`src/edm_pkg.sv`:
```
// Purpose: Shared constants of the external memory block
// Assumes: AXI4-Lite, 32-bit data, one clock
// Notes: Byte address is register index times four
`default_nettype none
package edm_pkg;
    // Bus geometry
    localparam int AXI_ADDR_W = 12;
    localparam int AXI_DATA_W = 32;
    localparam logic [1:0] RESP_OKAY = 2'h0;
    localparam logic [1:0] RESP_SLVERR = 2'h2;

    // Register indices; byte address is index times four
    localparam logic [9:0] IDX_CTRL = 10'h000;
    localparam logic [9:0] IDX_PTR0 = 10'h001;
    localparam logic [9:0] IDX_PTR1 = 10'h002;
    localparam logic [9:0] IDX_WDATA = 10'h003;
    localparam logic [9:0] IDX_CMD = 10'h004;
    localparam logic [9:0] IDX_STATUS = 10'h005;
    localparam logic [9:0] IDX_GPIO_OUT = 10'h006;
    localparam logic [9:0] IDX_GPIO_DIR = 10'h007;
    localparam logic [9:0] IDX_GPIO_IN = 10'h008;
    localparam logic [9:0] IDX_TIMER = 10'h009;
    localparam logic [9:0] IDX_MEM_CLK_CTRL = 10'h08e;

    // Field positions
    localparam int CTRL_BUS_EN = 0;
    localparam int CTRL_PTR_SEL = 1;
    localparam int CMD_GO = 0;
    localparam int CMD_WRITE = 1;
    localparam int CMD_INC = 2;
    localparam int MCC_FAST_TIMER = 3;
    localparam int STAT_BUSY = 0;
    localparam int STAT_PROG_MODE = 1;
    localparam int STAT_RDATA_LSB = 8;

    // Reset values
    localparam logic [2:0] STRETCH_RESET = 3'h1;
    localparam logic [1:0] CTRL_RESET = 2'h1;

    // Timing in system clocks; MIN_INSTR in instruction cycles
    localparam int CLKS_PER_INSTR = 4;
    localparam int TIMER_DIV_SLOW = 12;
    localparam int TIMER_DIV_FAST = 4;
    localparam int MIN_INSTR = 2;
    localparam logic [5:0] STROBE_MIN = 6'h02;
    localparam logic [5:0] ALE_AT = 6'h00;
    localparam logic [5:0] STROBE_START = 6'h02;

    typedef enum logic [2:0] {ST_IDLE, ST_ALE, ST_SETUP, ST_STROBE, ST_HOLD} edm_state_e;

    // Strobe width for a stretch code: 2 clocks at code 0, else four per code step
    function automatic logic [5:0] edm_strobe_clks(input logic [2:0] code);
        edm_strobe_clks = (code == 3'h0) ? STROBE_MIN : {1'b0, code, 2'b00};
    endfunction

    // Whole access length in clocks: (code + 2) instruction cycles of four clocks
    function automatic logic [5:0] edm_total_clks(input logic [2:0] code);
        edm_total_clks = 6'((32'(code) + MIN_INSTR) * CLKS_PER_INSTR);
    endfunction
endpackage
`default_nettype wire

```
`src/edm_xmem_top.sv`:
```
// Purpose: External data memory interface with stretch timing, dual pointers and timebase
// Assumes: AXI4-Lite master on the system clock; pins are asynchronous to it
// Notes: One external access at a time; commands issued while busy are dropped
//
// Overview of operation
// The system clock runs at the oscillator rate with no prescaler in front of it.
// An instruction cycle is four system clocks rather than twelve.
// The timer counts once per twelve clocks, or once per four when software selects it.
// Two independent data pointers exist and software picks which one an access uses.
// An external access lasts two to nine instruction cycles, set by a 3-bit stretch field.
// Code 0 gives 2 cycles and a 2-clock strobe, code 1 (reset) 3 and 4, up to 9 and 28.
// The 16-bit address goes out high byte on one port and low byte muxed with data.
// A configuration control chooses external bus use or general-purpose pins.
// Program mode is sampled only at the falling edge of reset; here it follows the strap during reset, frozen at release.
// Instruction results match the standard architecture; only timing differs.
// An address latch strobe marks the low address byte before the data phase.
`timescale 1ns/10ps
`default_nettype none
module edm_xmem_top
    import edm_pkg::*;
#(
    parameter int TIMER_W = 16
) (
    input wire logic aclk, // System clock, equal to oscillator
    input wire logic aresetn, // Synchronous reset, active low
    input wire logic [AXI_ADDR_W-1:0] s_axi_awaddr, // Write address
    input wire logic s_axi_awvalid, // Write address valid
    output logic s_axi_awready, // Write address ready
    input wire logic [AXI_DATA_W-1:0] s_axi_wdata, // Write data
    input wire logic [3:0] s_axi_wstrb, // Write byte enables
    input wire logic s_axi_wvalid, // Write data valid
    output logic s_axi_wready, // Write data ready
    output logic [1:0] s_axi_bresp, // Write response
    output logic s_axi_bvalid, // Write response valid
    input wire logic s_axi_bready, // Write response ready
    input wire logic [AXI_ADDR_W-1:0] s_axi_araddr, // Read address
    input wire logic s_axi_arvalid, // Read address valid
    output logic s_axi_arready, // Read address ready
    output logic [AXI_DATA_W-1:0] s_axi_rdata, // Read data
    output logic [1:0] s_axi_rresp, // Read response
    output logic s_axi_rvalid, // Read data valid
    input wire logic s_axi_rready, // Read data ready
    input wire logic [7:0] mux_addr_data_port_in, // Low address/data port, pin level
    output logic [7:0] mux_addr_data_port_out, // Low address/data port, drive value
    output logic [7:0] mux_addr_data_port_oe_n, // Low port enable, low drives
    input wire logic [7:0] high_address_port_in, // High address port, pin level
    output logic [7:0] high_address_port_out, // High address port, drive value
    output logic [7:0] high_address_port_oe_n, // High port enable, low drives
    output logic addr_latch_en, // Address latch strobe, active high
    output logic read_strobe_n, // External read strobe, active low
    output logic write_strobe_n, // External write strobe, active low
    input wire logic prog_mode_pin, // Program mode strap
    output logic program_mode, // Program mode caught at reset release
    output logic instr_tick // Instruction cycle enable
);
    // Register state
    logic [2:0] external_data_move_stretch_select;
    logic fast_timer;
    logic bus_enable;
    logic ptr_sel;
    logic [15:0] data_pointer_pair [2];
    logic [7:0] wdata;
    logic [7:0] rdata;
    logic [15:0] gpio_out;
    logic [15:0] gpio_dir;
    logic timer_clear;
    logic timer_tick;
    logic [TIMER_W-1:0] timer_count;

    // Access engine
    edm_state_e state;
    logic busy;
    logic [5:0] elapsed;
    logic [5:0] next_elapsed;
    logic next_busy;
    logic acc_write;
    logic acc_inc;
    logic acc_ptr;
    logic [15:0] acc_addr;
    logic [2:0] acc_code;
    logic start;

    // Synchronisers and reset capture
    logic [7:0] p0_meta, p0_sync, p2_meta, p2_sync;
    logic prog_meta, prog_sync;

    // Bus slave handshake
    logic wr_take, rd_take;
    logic [9:0] wr_idx, rd_idx;

    // Two flip-flop synchronisers on every pin input
    always_ff @(posedge aclk) begin
        p0_meta <= mux_addr_data_port_in;
        p0_sync <= p0_meta;
        p2_meta <= high_address_port_in;
        p2_sync <= p2_meta;
        prog_meta <= prog_mode_pin;
        prog_sync <= prog_meta;
    end

    // Strap followed only while reset is held, frozen after; hold the pin steady in reset
    always_ff @(posedge aclk) begin
        if (!aresetn) begin
            program_mode <= prog_sync;
        end
    end

    // Byte-lane merge for 16-bit registers
    function automatic logic [15:0] merge16(input logic [15:0] old, input logic [31:0] d,
                                            input logic [3:0] be);
        merge16 = {be[1] ? d[15:8] : old[15:8], be[0] ? d[7:0] : old[7:0]};
    endfunction

    function automatic logic mapped(input logic [9:0] idx);
        mapped = (idx <= IDX_TIMER) || (idx == IDX_MEM_CLK_CTRL);
    endfunction

    assign wr_idx = s_axi_awaddr[AXI_ADDR_W-1:2];
    assign rd_idx = s_axi_araddr[AXI_ADDR_W-1:2];
    // Address and data taken together; the response slot must be free
    assign wr_take = s_axi_awvalid && s_axi_wvalid && !s_axi_bvalid && !s_axi_awready;
    assign rd_take = s_axi_arvalid && !s_axi_rvalid && !s_axi_arready;
    assign start = wr_take && (wr_idx == IDX_CMD) && s_axi_wstrb[0] && s_axi_wdata[CMD_GO]
                   && !busy && bus_enable;

    // Write channel handshake and response
    always_ff @(posedge aclk) begin
        if (!aresetn) begin
            s_axi_awready <= 1'b0;
            s_axi_wready <= 1'b0;
            s_axi_bvalid <= 1'b0;
            s_axi_bresp <= RESP_OKAY;
        end else begin
            s_axi_awready <= wr_take;
            s_axi_wready <= wr_take;
            if (wr_take) begin
                s_axi_bvalid <= 1'b1;
                s_axi_bresp <= mapped(wr_idx) ? RESP_OKAY : RESP_SLVERR;
            end else if (s_axi_bready) begin
                s_axi_bvalid <= 1'b0;
            end
        end
    end

    // Software-written configuration
    always_ff @(posedge aclk) begin
        if (!aresetn) begin
            external_data_move_stretch_select <= STRETCH_RESET;
            fast_timer <= 1'b0;
            {ptr_sel, bus_enable} <= CTRL_RESET;
            wdata <= 8'h00;
            gpio_out <= 16'h0000;
            gpio_dir <= 16'h0000;
            timer_clear <= 1'b0;
        end else begin
            timer_clear <= wr_take && (wr_idx == IDX_TIMER);
            if (wr_take && s_axi_wstrb[0]) begin
                unique case (wr_idx)
                    IDX_MEM_CLK_CTRL: begin
                        external_data_move_stretch_select <= s_axi_wdata[2:0];
                        fast_timer <= s_axi_wdata[MCC_FAST_TIMER];
                    end
                    IDX_CTRL: begin
                        bus_enable <= s_axi_wdata[CTRL_BUS_EN];
                        ptr_sel <= s_axi_wdata[CTRL_PTR_SEL];
                    end
                    IDX_WDATA: wdata <= s_axi_wdata[7:0];
                    default: ;
                endcase
            end
            if (wr_take && wr_idx == IDX_GPIO_OUT) begin
                gpio_out <= merge16(gpio_out, s_axi_wdata, s_axi_wstrb);
            end
            if (wr_take && wr_idx == IDX_GPIO_DIR) begin
                gpio_dir <= merge16(gpio_dir, s_axi_wdata, s_axi_wstrb);
            end
        end
    end

    // Two pointers; a finished access with increment outranks a software write to it
    always_ff @(posedge aclk) begin
        if (!aresetn) begin
            data_pointer_pair[0] <= 16'h0000;
            data_pointer_pair[1] <= 16'h0000;
        end else begin
            for (int i = 0; i < 2; i++) begin
                if (busy && !next_busy && acc_inc && acc_ptr == 1'(i)) begin
                    data_pointer_pair[i] <= acc_addr + 16'h0001;
                end else if (wr_take && wr_idx == IDX_PTR0 + 10'(i)) begin
                    data_pointer_pair[i] <= merge16(data_pointer_pair[i], s_axi_wdata,
                                                    s_axi_wstrb);
                end
            end
        end
    end

    // Read channel
    always_ff @(posedge aclk) begin
        if (!aresetn) begin
            s_axi_arready <= 1'b0;
            s_axi_rvalid <= 1'b0;
            s_axi_rdata <= 32'h0000_0000;
            s_axi_rresp <= RESP_OKAY;
        end else begin
            s_axi_arready <= rd_take;
            if (rd_take) begin
                s_axi_rvalid <= 1'b1;
                s_axi_rresp <= mapped(rd_idx) ? RESP_OKAY : RESP_SLVERR;
                unique case (rd_idx)
                    IDX_MEM_CLK_CTRL: s_axi_rdata <= 32'({fast_timer, external_data_move_stretch_select});
                    IDX_CTRL: s_axi_rdata <= 32'({ptr_sel, bus_enable});
                    IDX_PTR0: s_axi_rdata <= 32'(data_pointer_pair[0]);
                    IDX_PTR1: s_axi_rdata <= 32'(data_pointer_pair[1]);
                    IDX_WDATA: s_axi_rdata <= 32'(wdata);
                    IDX_STATUS: s_axi_rdata <= 32'({rdata, 6'h00, program_mode, busy});
                    IDX_GPIO_OUT: s_axi_rdata <= 32'(gpio_out);
                    IDX_GPIO_DIR: s_axi_rdata <= 32'(gpio_dir);
                    IDX_GPIO_IN: s_axi_rdata <= 32'({p2_sync, p0_sync});
                    IDX_TIMER: s_axi_rdata <= 32'(timer_count);
                    default: s_axi_rdata <= 32'h0000_0000;
                endcase
            end else if (s_axi_rready) begin
                s_axi_rvalid <= 1'b0;
            end
        end
    end

    // Clock count inside an access; length fixed by the code latched at start
    always_comb begin
        next_busy = busy;
        next_elapsed = elapsed;
        if (start) begin
            next_busy = 1'b1;
            next_elapsed = ALE_AT;
        end else if (busy) begin
            if (elapsed == edm_total_clks(acc_code) - 6'h01) begin
                next_busy = 1'b0;
            end else begin
                next_elapsed = elapsed + 6'h01;
            end
        end
    end

    // Access parameters frozen at start so a stretch change cannot bend a live access
    always_ff @(posedge aclk) begin
        if (!aresetn) begin
            busy <= 1'b0;
            elapsed <= 6'h00;
            acc_write <= 1'b0;
            acc_inc <= 1'b0;
            acc_ptr <= 1'b0;
            acc_addr <= 16'h0000;
            acc_code <= STRETCH_RESET;
        end else begin
            busy <= next_busy;
            elapsed <= next_elapsed;
            if (start) begin
                acc_write <= s_axi_wdata[CMD_WRITE];
                acc_inc <= s_axi_wdata[CMD_INC];
                acc_ptr <= ptr_sel;
                acc_addr <= data_pointer_pair[ptr_sel];
                acc_code <= external_data_move_stretch_select;
            end
        end
    end

    // Phase seen by the pins in the coming cycle
    always_comb begin
        if (!next_busy) begin
            state = ST_IDLE;
        end else if (next_elapsed == ALE_AT) begin
            state = ST_ALE;
        end else if (next_elapsed < STROBE_START) begin
            state = ST_SETUP;
        end else if (next_elapsed < STROBE_START
                     + edm_strobe_clks(start ? external_data_move_stretch_select : acc_code)) begin
            state = ST_STROBE;
        end else begin
            state = ST_HOLD;
        end
    end

    // Read data taken once a mid-strobe pin level has cleared the synchroniser
    always_ff @(posedge aclk) begin
        if (!aresetn) begin
            rdata <= 8'h00;
        end else if (busy && !acc_write
                     && elapsed == STROBE_START + edm_strobe_clks(acc_code)) begin
            rdata <= p0_sync;
        end
    end

    // Pin drivers; general-purpose mode hands both ports to software
    always_ff @(posedge aclk) begin
        if (!aresetn) begin
            mux_addr_data_port_out <= 8'h00;
            mux_addr_data_port_oe_n <= 8'hff;
            high_address_port_out <= 8'h00;
            high_address_port_oe_n <= 8'hff;
            addr_latch_en <= 1'b0;
            read_strobe_n <= 1'b1;
            write_strobe_n <= 1'b1;
        end else if (!bus_enable) begin
            mux_addr_data_port_out <= gpio_out[7:0];
            mux_addr_data_port_oe_n <= ~gpio_dir[7:0];
            high_address_port_out <= gpio_out[15:8];
            high_address_port_oe_n <= ~gpio_dir[15:8];
            addr_latch_en <= 1'b0;
            read_strobe_n <= 1'b1;
            write_strobe_n <= 1'b1;
        end else begin
            high_address_port_oe_n <= 8'h00;
            if (start) begin
                high_address_port_out <= data_pointer_pair[ptr_sel][15:8];
            end
            addr_latch_en <= (state == ST_ALE);
            read_strobe_n <= !(state == ST_STROBE && !(start ? s_axi_wdata[CMD_WRITE]
                                                             : acc_write));
            write_strobe_n <= !(state == ST_STROBE && (start ? s_axi_wdata[CMD_WRITE]
                                                             : acc_write));
            unique case (state)
                ST_ALE: begin
                    mux_addr_data_port_out <= data_pointer_pair[ptr_sel][7:0];
                    mux_addr_data_port_oe_n <= 8'h00;
                end
                ST_SETUP, ST_STROBE, ST_HOLD: begin
                    mux_addr_data_port_out <= wdata;
                    // Released for reads so the memory can drive the shared lines
                    mux_addr_data_port_oe_n <= acc_write ? 8'h00 : 8'hff;
                end
                ST_IDLE: begin
                    mux_addr_data_port_oe_n <= 8'hff;
                end
            endcase
        end
    end

    // Timebase runs straight off the system clock with no prescaler
    edm_timebase #(
        .TIMER_W(TIMER_W)
    ) u_timebase (
        .aclk(aclk),
        .aresetn(aresetn),
        .fast_rate(fast_timer),
        .timer_clear(timer_clear),
        .instr_tick(instr_tick),
        .timer_tick(timer_tick),
        .timer_count(timer_count)
    );
    // Instruction semantics live in the core; this block only shapes timing
endmodule // edm_xmem_top
`default_nettype wire

```
`src/edm_timebase.sv`:
```
// Purpose: Instruction enable and timer with selectable rate
// Assumes: One clock at the oscillator rate
// Notes: Slower rates are one-cycle enables
`timescale 1ns/10ps
`default_nettype none
module edm_timebase
    import edm_pkg::*;
#(
    parameter int TIMER_W = 16
) (
    input wire logic aclk, // System clock
    input wire logic aresetn, // Synchronous reset, active low
    input wire logic fast_rate, // Timer counts every 4 clocks when high
    input wire logic timer_clear, // Clears the timer count
    output logic instr_tick, // One pulse per instruction cycle
    output logic timer_tick, // One pulse per timer increment
    output logic [TIMER_W-1:0] timer_count // Running timer value
);
    logic [1:0] instr_div;
    logic [3:0] timer_div;
    logic [3:0] timer_last;

    // Instruction cycle of four system clocks
    always_ff @(posedge aclk) begin
        if (!aresetn) begin
            instr_div <= 2'h0;
            instr_tick <= 1'b0;
        end else begin
            instr_div <= instr_div + 2'h1;
            instr_tick <= (instr_div == 2'(CLKS_PER_INSTR - 1));
        end
    end

    // Rate change keeps the divide count; a count at or past the new limit ends the period on the next clock
    assign timer_last = fast_rate ? 4'(TIMER_DIV_FAST - 1) : 4'(TIMER_DIV_SLOW - 1);

    always_ff @(posedge aclk) begin
        if (!aresetn) begin
            timer_div <= 4'h0;
            timer_tick <= 1'b0;
        end else if (timer_div >= timer_last) begin
            timer_div <= 4'h0;
            timer_tick <= 1'b1;
        end else begin
            timer_div <= timer_div + 4'h1;
            timer_tick <= 1'b0;
        end
    end

    // Timer count; clear wins over a same-cycle increment
    always_ff @(posedge aclk) begin
        if (!aresetn || timer_clear) begin
            timer_count <= '0;
        end else if (timer_tick) begin
            timer_count <= timer_count + TIMER_W'(1);
        end
    end
endmodule // edm_timebase
`default_nettype wire

```
`config.mk`:
```
export PLATFORM = sky130hd
export DESIGN_NAME = edm_xmem_top
export DESIGN_NICKNAME = d
export VERILOG_FILES = /design/src/edm_pkg.sv /design/src/edm_xmem_top.sv /design/src/edm_timebase.sv
export SDC_FILE = /design/constraint.sdc
export NUM_CORES = 1
export LEC_CHECK = 0
export ABC_AREA = 1
export ABC_CLOCK_PERIOD_IN_PS = 2500
export BUFFER_PORTS_ARGS = -buffer_cell sky130_fd_sc_hd__buf_2
export CAP_MARGIN = 20
export CORE_MARGIN = 4
export CORE_UTILIZATION = 40
export DETAILED_ROUTE_END_ITERATION = 8
export PLACE_DENSITY_LB_ADDON = 0.3
export SYNTH_ARGS = -nofsm -noshare
export SYNTH_HDL_FRONTEND = slang
export SYNTH_SLANG_ARGS = --single-unit
```
`constraint.sdc`:
```
create_clock -name aclk -period 2.5 [get_ports aclk]
set_input_delay 0.5 -clock aclk [delete_from_list [all_inputs] [get_ports aclk]]
set_output_delay 0.5 -clock aclk [all_outputs]
set_load 0.005 [all_outputs]
```
==> metrics.cfg, run 1 <==
[sta]
post-route-period-util_pct = 94.86
setup_tns_ps = 0
finalClockSkew_ps = 20.24
final_hold_viol_count = 0
slew_viol_final = 0
setup_viol = 0
fmax_ghz = 0.4217
worst_slew_pin_slew_ps = 781.6
relSlewSlack_pct = 47.89
min_period_ps = 2371
whs_ps = 65.82

[die]
fp.dieArea_sq_um = 28480
initial_core_util_pct = 40.81
die_h_um = 168.8
num_io_pins = 162
num_rows = 58
die_w_um = 168.8
core_area_sq_um = 25330

[worst_setup_path]
critPathKind = reg -> reg
r2r_slack_ps = 130
cp.arrival_ps = 2630
worstPathMaxFanout = 8
endpoint_kind = flip-flop
critPathLaunchType = flip-flop
required_ps = 2760
worst_r2r_path_depth = 14

[pwr]
power.leakage_nw = 5.280
p_seq_share_pct = 46.8
p_clk_share_pct = 49.0
intPower_w = 0.006498
p_sw_w = 0.001809
finalPower_w = 0.008307
ir_drop_mv = 0.5730
p_per_area_nw_per_um2 = 651.2
p_sw_share_pct = 21.77
p_comb_share_pct = 4.2

[flow_run]
drv_cap = 0

[grt]
grt_pass1_vias = 9006
grtUsageTotal_pct = 21.17
antenna_found_initial = 0
grt_pass1_wl_um = 48270
overflow = 0
grt_max_degree = 62

[logic_synthesis]
synth_flop_cell = dfxtp_1
synth_cell_types = 48
synthTopCellsByArea = dfxtp_1, edfxtp_1, inv_1
ys_seq_elements = 233
syn_area_per_cell_sq_um = 7.988
yosys-top-cells-count = dfxtp_1, inv_1, nand2_1
synth_seq_area_share_pct = 48.32
synth.largest_area_cell = dfxtp_1
synth_edf_count = 33
yosysWarningCount = 0
syn_area_sq_um = 10340
synth-async-reset-ratio_pct = 0
synth.most_common_cell = dfxtp_1
synth_top_area_share_pct = 38.74
syn_inst = 1294

[routing]
drtPass1Iterations = 6
wl_per_cell_um = 17.24
drtIter0Drc = 746
via_per_inst = 5.241
antenna_left = 0
vias = 9534
drc = 0
drt_wl_total_um = 31360

[placement]
gp_congestion = 0.9086
placed_area_sq_um = 11660
port_buffers = 121
dp_hpwl_um = 23420

[clock_network]
cts-root-buf = clkbuf_16
cts.clk_slew.worst_paths_ps = 60
cts_tree = done
cts_buffer_depth = 3
cts_buffers = 26
postCtsHoldBufs = 0
insertion_delay_ps = 530
cts_max_level = 1
clock_sinks = 233

[finish]
syn_to_final_growth_pct = 23.42
fin_util_pct = 50.37
finalInstanceArea_sq_um = 12760
n_fill_cell = 2408
finalNetCount = 1567
antenna_cells = 0
drive_gt1_share_pct = 20.75

[status]
status = finished clean

[worst_hold_path]
whs_path_depth = 1
hold_class = in -> reg

-- metal layers --
| metal | wire (um) | track usage (%) |
|---|---|---|
| met5 | 0 | 0 |
| met4 | 1049 | 7.516 |
| met3 | 2244 | 2.826 |
| met2 | 14340 | 34.50 |
| met1 | 13730 | 28.94 |
-- per-stage QoR --
stage,std cells,worst slack (ps)
after floorplan,1311,-78.65
final,1819,128.5
after global placement,1769,-18.77
after detailed placement,1769,-32.94
after CTS,1818,10.57
after global routing,1819,-18.11
-- cells by family (layout without fill, tap and decap cells) --
kind of cell / Yosys count / count (layout) / share of synthesized area (%)
adders and majority gates: 14 / 14 / 1.695
AOI/OAI and AO/OA: 351 / 351 / 19.95
buffers and inverters: 270 / 448 / 10.87
DFF: 233 / 233 / 48.32
and+or+nand+nor: 407 / 407 / 17.59
xor gates and xnor gates: 17 / 17 / 1.440
muxes: 1 / 1 / 0.09684
other: 1 / 18 / 0.03628
-- final cells by class --
class	count	area (sq um)	share of cell area, %
clock buffer	36	792.0	6.208
clock inverter	12	142.6	1.118
inverter	206	775.7	6.081
multi-input combinational	808	4423	34.67
sequential	233	5000	39.19
tap	330	412.9	3.237
timing repair buffer	194	1211	9.494
-- repair_timing --
action	CTS	global route
resized for setup	1	36
buffers inserted	1	1
pin swaps	1	13
setup endpoints to repair	28	83
-- flip-flops by register name, summed over array words and instances (netlist names), 2 cells and up, named ones only --
| register | flops |
|---|---|
| high_address_port_oe_n | 8 |
| u_timebase.timer_count | 16 |
| wdata | 8 |
| rdata | 8 |
| p0_meta | 8 |
| u_timebase.instr_div | 2 |
| gpio_dir | 16 |
| elapsed | 6 |
| u_timebase.timer_div | 4 |
| p0_sync | 8 |
| gpio_out | 16 |
| acc_addr | 16 |
| s_axi_rdata | 16 |
| acc_code | 3 |
| data_pointer_pair | 32 |
| p2_sync | 8 |
| high_address_port_out | 8 |
| external_data_move_stretch_select | 3 |
| p2_meta | 8 |
| mux_addr_data_port_out | 8 |
| mux_addr_data_port_oe_n | 8 |
-- worst paths after layout --
check / start / end
max: acc_code[1] / data_pointer_pair[1][7]
max reg2reg: acc_code[1] / data_pointer_pair[1][7]
min reg2reg: prog_meta / prog_sync
min: mux_addr_data_port_in[7] / p0_meta[7]
-- worst max-delay path, cell delays in order (launching register included) --
cell	delay [ps]
dfxtp_4	390
inv_2	60
ha_4	260
inv_1	30
nand2_1	60
nand3_2	80
nor2_4	130
nand3_4	120
nor3_4	250
nand2_2	110
nand2_4	110
inv_4	50
o21ai_4	150
buf_4	210
o22ai_2	70
-- power by group through the flow --
stage	registers (W)	logic [W]	clock network [W]
CTS	0.00389	0.000342	0.00415
detailed placement	0.00397	0.000340	0
floorplan	0.00397	0.000184	0
global route	0.00389	0.000380	0.00431
finish	0.00389	0.000346	0.00407
global placement	0.00397	0.000337	0
-- placed cells by master, fill, tap and decap left out, drive strengths merged, types with 33 or more instances in the layout --
cell	count
a21oi	119
buf	194
clkbuf	36
dfxtp	200
edfxtp	33
inv	206
nand2	199
nand3	61
nor2	83
nor3	35
o21ai	117
o22ai	58
No activity file was read; power rests on OpenSTA's default activity.
==> inputs of run 2 (changes only) <==
--- a/config.mk
+++ b/config.mk
@@ -6,7 +6,7 @@
 export NUM_CORES = 1
 export LEC_CHECK = 0
 export ABC_AREA = 1
-export ABC_CLOCK_PERIOD_IN_PS = 2500
+export ABC_CLOCK_PERIOD_IN_PS = 2460
 export BUFFER_PORTS_ARGS = -buffer_cell sky130_fd_sc_hd__buf_2
 export CAP_MARGIN = 20
 export CORE_MARGIN = 4
==> constraint.sdc (replaced) <==
create_clock -name aclk -period 2.46 [get_ports aclk]
set_input_delay 0.492 -clock aclk [delete_from_list [all_inputs] [get_ports aclk]]
set_output_delay 0.492 -clock aclk [all_outputs]
set_load 0.005 [all_outputs]
==> run 2 against run 1 <==
Against the previous run: die area is the same; cell count grew 0.38%; global-route usage grew 0.18 points; critical path depth is the same; clock skew shrank 6.2 ps; fmax shrank 2.9%; worst hold slack is essentially flat; power is essentially flat; sequential cell count is the same; core utilization grew 0.99 points; combinational power grew 4%; highest routed layer unchanged; largest power group unchanged.
==> metrics.cfg, run 2 (synthesis gave the netlist of run 1 again) <==
[status]
status = finished clean

[pwr]
p_per_area_nw_per_um2 = 638.5
ir_drop_mv = 0.4069
p_sw_share_pct = 22.07
intPower_w = 0.006472
power.leakage_nw = 5.330
p_comb_share_pct = 4.3
p_sw_w = 0.001833
p_seq_share_pct = 47.6
finalPower_w = 0.008305
p_clk_share_pct = 48.1

[sta]
relSlewSlack_pct = 42.13
finalClockSkew_ps = 14.01
min_period_ps = 2443
setup_tns_ps = 0
fmax_ghz = 0.4093
post-route-period-util_pct = 99.32
slew_viol_final = 0
final_hold_viol_count = 0
worst_slew_pin_slew_ps = 868.1
rsz0062_at_grt = yes
setup_viol = 0

[placement]
placed_area_sq_um = 11720
gp_congestion = 0.9072
dp_hpwl_um = 23610
placedCellCount = 1775
port_buffers = 121

[clock_network]
cts_buffer_depth = 3
insertion_delay_ps = 530
clock_sinks = 233
cts_max_level = 1
cts.clk_slew.worst_paths_ps = 60
cts_buffers = 26
cts_tree = done
cts-root-buf = clkbuf_16

[finish]
mostFrequentLayoutCell = dfxtp_1
antenna_cells = 0
largest_reg_flops = 32
finalInstanceArea_sq_um = 13010
finalNetCount = 1576
syn_to_final_growth_pct = 25.84
drive_gt1_share_pct = 23.33
final_cell_mix = dfxtp_1, inv_1, nand2_1
n_fill_cell = 2383
top_register = data_pointer_pair
finalNonFillerCells = 1826

[flow_run]
drv_cap = 0

[routing]
vias = 9587
antenna_left = 0
drt_wl_total_um = 31730
wl_per_cell_um = 17.38
drc = 0
drtPass1Iterations = 6
via_per_inst = 5.250
drtIter0Drc = 1015

[grt]
grt_max_degree = 89
antenna_found_initial = 0
grt_pass1_wl_um = 49070
grtUsageTotal_pct = 21.35
grt_pass1_vias = 9057
overflow = 0

[die]
core_area_sq_um = 25330
num_rows = 58
num_io_pins = 162
initial_core_util_pct = 40.81
die_h_um = 168.8
fp.dieArea_sq_um = 28480
die_w_um = 168.8

[worst_setup_path]
critPathLaunchType = flip-flop
required_ps = 2710
critPathKind = reg -> reg
cp.arrival_ps = 2700
endpoint_kind = flip-flop
worstPathMaxFanout = 10
r2r_slack_ps = 20

[worst_hold_path]
hold_class = in -> reg

## run 2: worst max-delay path: stages (launching register included)
cell	delay (ps)
dfxtp_4	400
inv_4	50
ha_4	260
inv_2	30
nand2_1	40
nand3_1	80
nor2_2	160
nand3_4	130
nor3_4	280
nand2_2	110
nand2_4	130
inv_6	50
o21ai_4	180
buf_12	170
o22ai_1	80
## run 2: what timing repair did
item,in CTS,in global routing
cloned,0,0
buffers inserted,0,5
endpoints found under the setup margin,34,65
hold endpoints to repair,0,0
hold buffers,0,0
resized for setup,2,84
pin swaps,2,29
## run 2: metal layers
layer	track usage, %	part of all wire, %	vias up
met4	7.269	3.3	0
met3	3.106	7.4	63
met5	0	0	-
li1	-	-	4710
met1	29.33	44	4424
met2	34.61	45	390
## run 2: power groups by stage
stage               clock network (W)  registers, W  logic, W
floorplan                           0       0.00403  0.000187
global placement                    0       0.00404  0.000351
detailed placement                  0       0.00404  0.000353
CTS                           0.00405       0.00395  0.000354
global route                  0.00421       0.00396  0.000398
finish                        0.00399       0.00395  0.000361
## run 2: per-stage QoR
stage	util, %	hold slack [ps]	worst slack [ps]
5_1_grt	51.36	49.29	-93.73
3_5_place_dp	46.27	312.8	-44.96
4_1_cts	49.88	48.27	14.23
6_report	51.36	66.23	16.72
3_3_place_gp	46.27	311.9	-73.25
2_1_floorplan	-	309.6	-110.7
## run 2: final cells by class
type | instances | area [sq um] | area share [%]
Clock buffer | 41 | 872.1 | 6.704
Clock inverter | 5 | 35.03 | 0.2693
Inverter | 206 | 780.7 | 6.002
Multi-Input combinational cell | 808 | 4588 | 35.27
Sequential cell | 233 | 5001 | 38.45
Tap cell | 330 | 412.9 | 3.174
Timing Repair Buffer | 203 | 1318 | 10.13
## run 2: path summary, 6_finish.rpt
check | from | endpoint | cells after the start
max | acc_code[1] | data_pointer_pair[1][2] | 14
min | high_address_port_in[5] | p2_meta[5] | 1
max reg2reg | acc_code[1] | data_pointer_pair[1][2] | 14
min reg2reg | p2_meta[6] | p2_sync[6] | 0
==> inputs of run 3 (changes only) <==
--- a/config.mk
+++ b/config.mk
@@ -9,6 +9,8 @@
 export ABC_CLOCK_PERIOD_IN_PS = 2460
 export BUFFER_PORTS_ARGS = -buffer_cell sky130_fd_sc_hd__buf_2
 export CAP_MARGIN = 20
+export CELL_PAD_IN_SITES_DETAIL_PLACEMENT = 1
+export CELL_PAD_IN_SITES_GLOBAL_PLACEMENT = 1
 export CORE_MARGIN = 4
 export CORE_UTILIZATION = 40
 export DETAILED_ROUTE_END_ITERATION = 8
==> run 3 against run 2 <==
Against the previous run: die area unchanged; core utilization grew 0.41 points; worst setup slack improved by 65 ps; sequential cell count stayed put; clock skew decreased by 1.4 ps; critical path depth up 2; clock power rose by 2%; combinational power rose by 4%; largest power group unchanged.
==> metrics.cfg, run 3 (synthesis gave the netlist of run 1 again) <==
[status]
status = finished clean

[grt]
grt_pass1_vias = 10200
overflow = 0
grtUsageTotal_pct = 24.26
antenna_found_initial = 0
grt_pass1_wl_um = 55290
grt_max_degree = 48

[finish]
syn_to_final_growth_pct = 26.86
finalNonFillerCells = 1848
largest_reg_flops = 32
final_cell_mix = dfxtp_1, inv_1, nand2_1
top_register = data_pointer_pair
finalNetCount = 1596
mostFrequentLayoutCell = dfxtp_1
drive_gt1_share_pct = 23.72
antenna_cells = 0
fin_util_pct = 51.77

[routing]
wl_per_cell_um = 19.45
drtIter0Drc = 627
drc = 0
drt_wl_total_um = 35940
via_per_inst = 5.364
vias = 9912
drtPass1Iterations = 5
antenna_left = 0

[placement]
placedCellCount = 1789
gp_congestion = 0.9536
dp_slack_ps = -137.5
dp_hpwl_um = 26800
port_buffers = 121

[sta]
setup_viol = 0
slew_viol_final = 0
setup_tns_ps = 0
relSlewSlack_pct = 58.85
final_hold_viol_count = 0
min_period_ps = 2379
worst_slew_pin_slew_ps = 613.5
whs_ps = 58.18
post-route-period-util_pct = 96.70
finalClockSkew_ps = 12.64
rsz0062_at_grt = yes
worst_slack_ps = 81.23
fmax_ghz = 0.4204

[pwr]
p_seq_share_pct = 47.0
p_clk_share_pct = 48.5
p_sw_share_pct = 22.73
p_sw_w = 0.001910
power.leakage_nw = 5.436
p_comb_share_pct = 4.5
p_per_area_nw_per_um2 = 640.8
intPower_w = 0.006493
ir_drop_mv = 0.5439

[clock_network]
cts_max_level = 1
cts_buffers = 27
cts.clk_slew.worst_paths_ps = 60
cts_buffer_depth = 3
cts-root-buf = clkbuf_16
clock_sinks = 233
insertion_delay_ps = 530
cts_tree = done

[worst_setup_path]
worstPathMaxFanout = 8
r2r_start = acc_code[1]
path_cells = buf_6, ha_4, nand3_2, nand2_2, nand2_1, nand2_2, nand3_4, buf_6, nand3_2, nand2_2, nand2_4, nand2_4, nor2_4, nand2_4, a21oi_4, o211ai_1
required_ps = 2850
critPathKind = reg -> reg
r2r_slack_ps = 80
crit_family = simple AND/OR/NAND/NOR gates
cp_num_buf_inv = 2
cp.arrival_ps = 2770
endpoint_kind = flip-flop
r2r-end = mux_addr_data_port_oe_n[7]
cp_slowest_cell = dfxtp_4
critPathLaunchType = flip-flop
worst_r2r_path_depth = 16
worst_path_largest_cell_delay_ps = 390
cp_num_cells = 16

[die]
num_io_pins = 162
initial_core_util_pct = 40.81
core_area_sq_um = 25330
num_rows = 58
fp.dieArea_sq_um = 28480
die_h_um = 168.8
die_w_um = 168.8

[worst_hold_path]
hold_class = in -> reg
hold_start = prog_mode_pin
min_to = prog_meta
whs_path_depth = 1

[flow_run]
drv_cap = 0

-- run 3: routing by layer --
layer	vias up	share of wire, %	track usage [%]
met4	0	3.6	8.433
met3	73	5.3	3.993
met5	-	0	0
met1	4843	43	31.23
li1	4730	-	-
met2	266	48	41.38
-- run 3: layout make-up --
class                      count  area, sq um
fill                        3118        12210
clock buffer                  38        790.8
tap                          330        412.9
sequential                   233         5001
clock inverter                11        118.9
multi-input combinational    809         4581
inverter                     206        780.7
timing repair buffer         221         1428
-- run 3: timing repair --
action                     CTS  global route
setup endpoints to repair   74            86
gates cloned                 1             0
hold endpoints to repair     0             0
pin swaps                    6            26
hold buffers                 0             0
setup buffers                3             6
gates resized for setup      9            73
-- run 3: metrics by stage --
stage | total power (W) | cell area [sq um]
after CTS | 0.008459 | 12780
after global placement | 0.004388 | 11800
final | 0.008403 | 13110
after detailed placement | 0.004401 | 11800
after floorplan | 0.004217 | 10410
after global routing | 0.008707 | 13110
-- run 3: worst max path at each step --
stage	from	slack, ps	to
2_1_floorplan	s_axi_awaddr[11]	-110	data_pointer_pair[1][0]
3_3_place_gp	s_axi_awaddr[11]	-70	data_pointer_pair[0][12]
3_5_place_dp	acc_code[0]	-140	data_pointer_pair[0][12]
4_1_cts	acc_code[1]	10	data_pointer_pair[0][12]
5_1_grt	acc_code[1]	-90	mux_addr_data_port_oe_n[5]
6_report	acc_code[1]	80	mux_addr_data_port_oe_n[7]
-- run 3: power groups by stage --
stage | logic [W] | clock network, W | registers [W]
after global placement | 0.000352 | 0 | 0.00404
after detailed placement | 0.000362 | 0 | 0.00404
after global routing | 0.000414 | 0.00434 | 0.00396
final | 0.000374 | 0.00408 | 0.00395
after CTS | 0.000368 | 0.00414 | 0.00396
after floorplan | 0.000187 | 0 | 0.00403
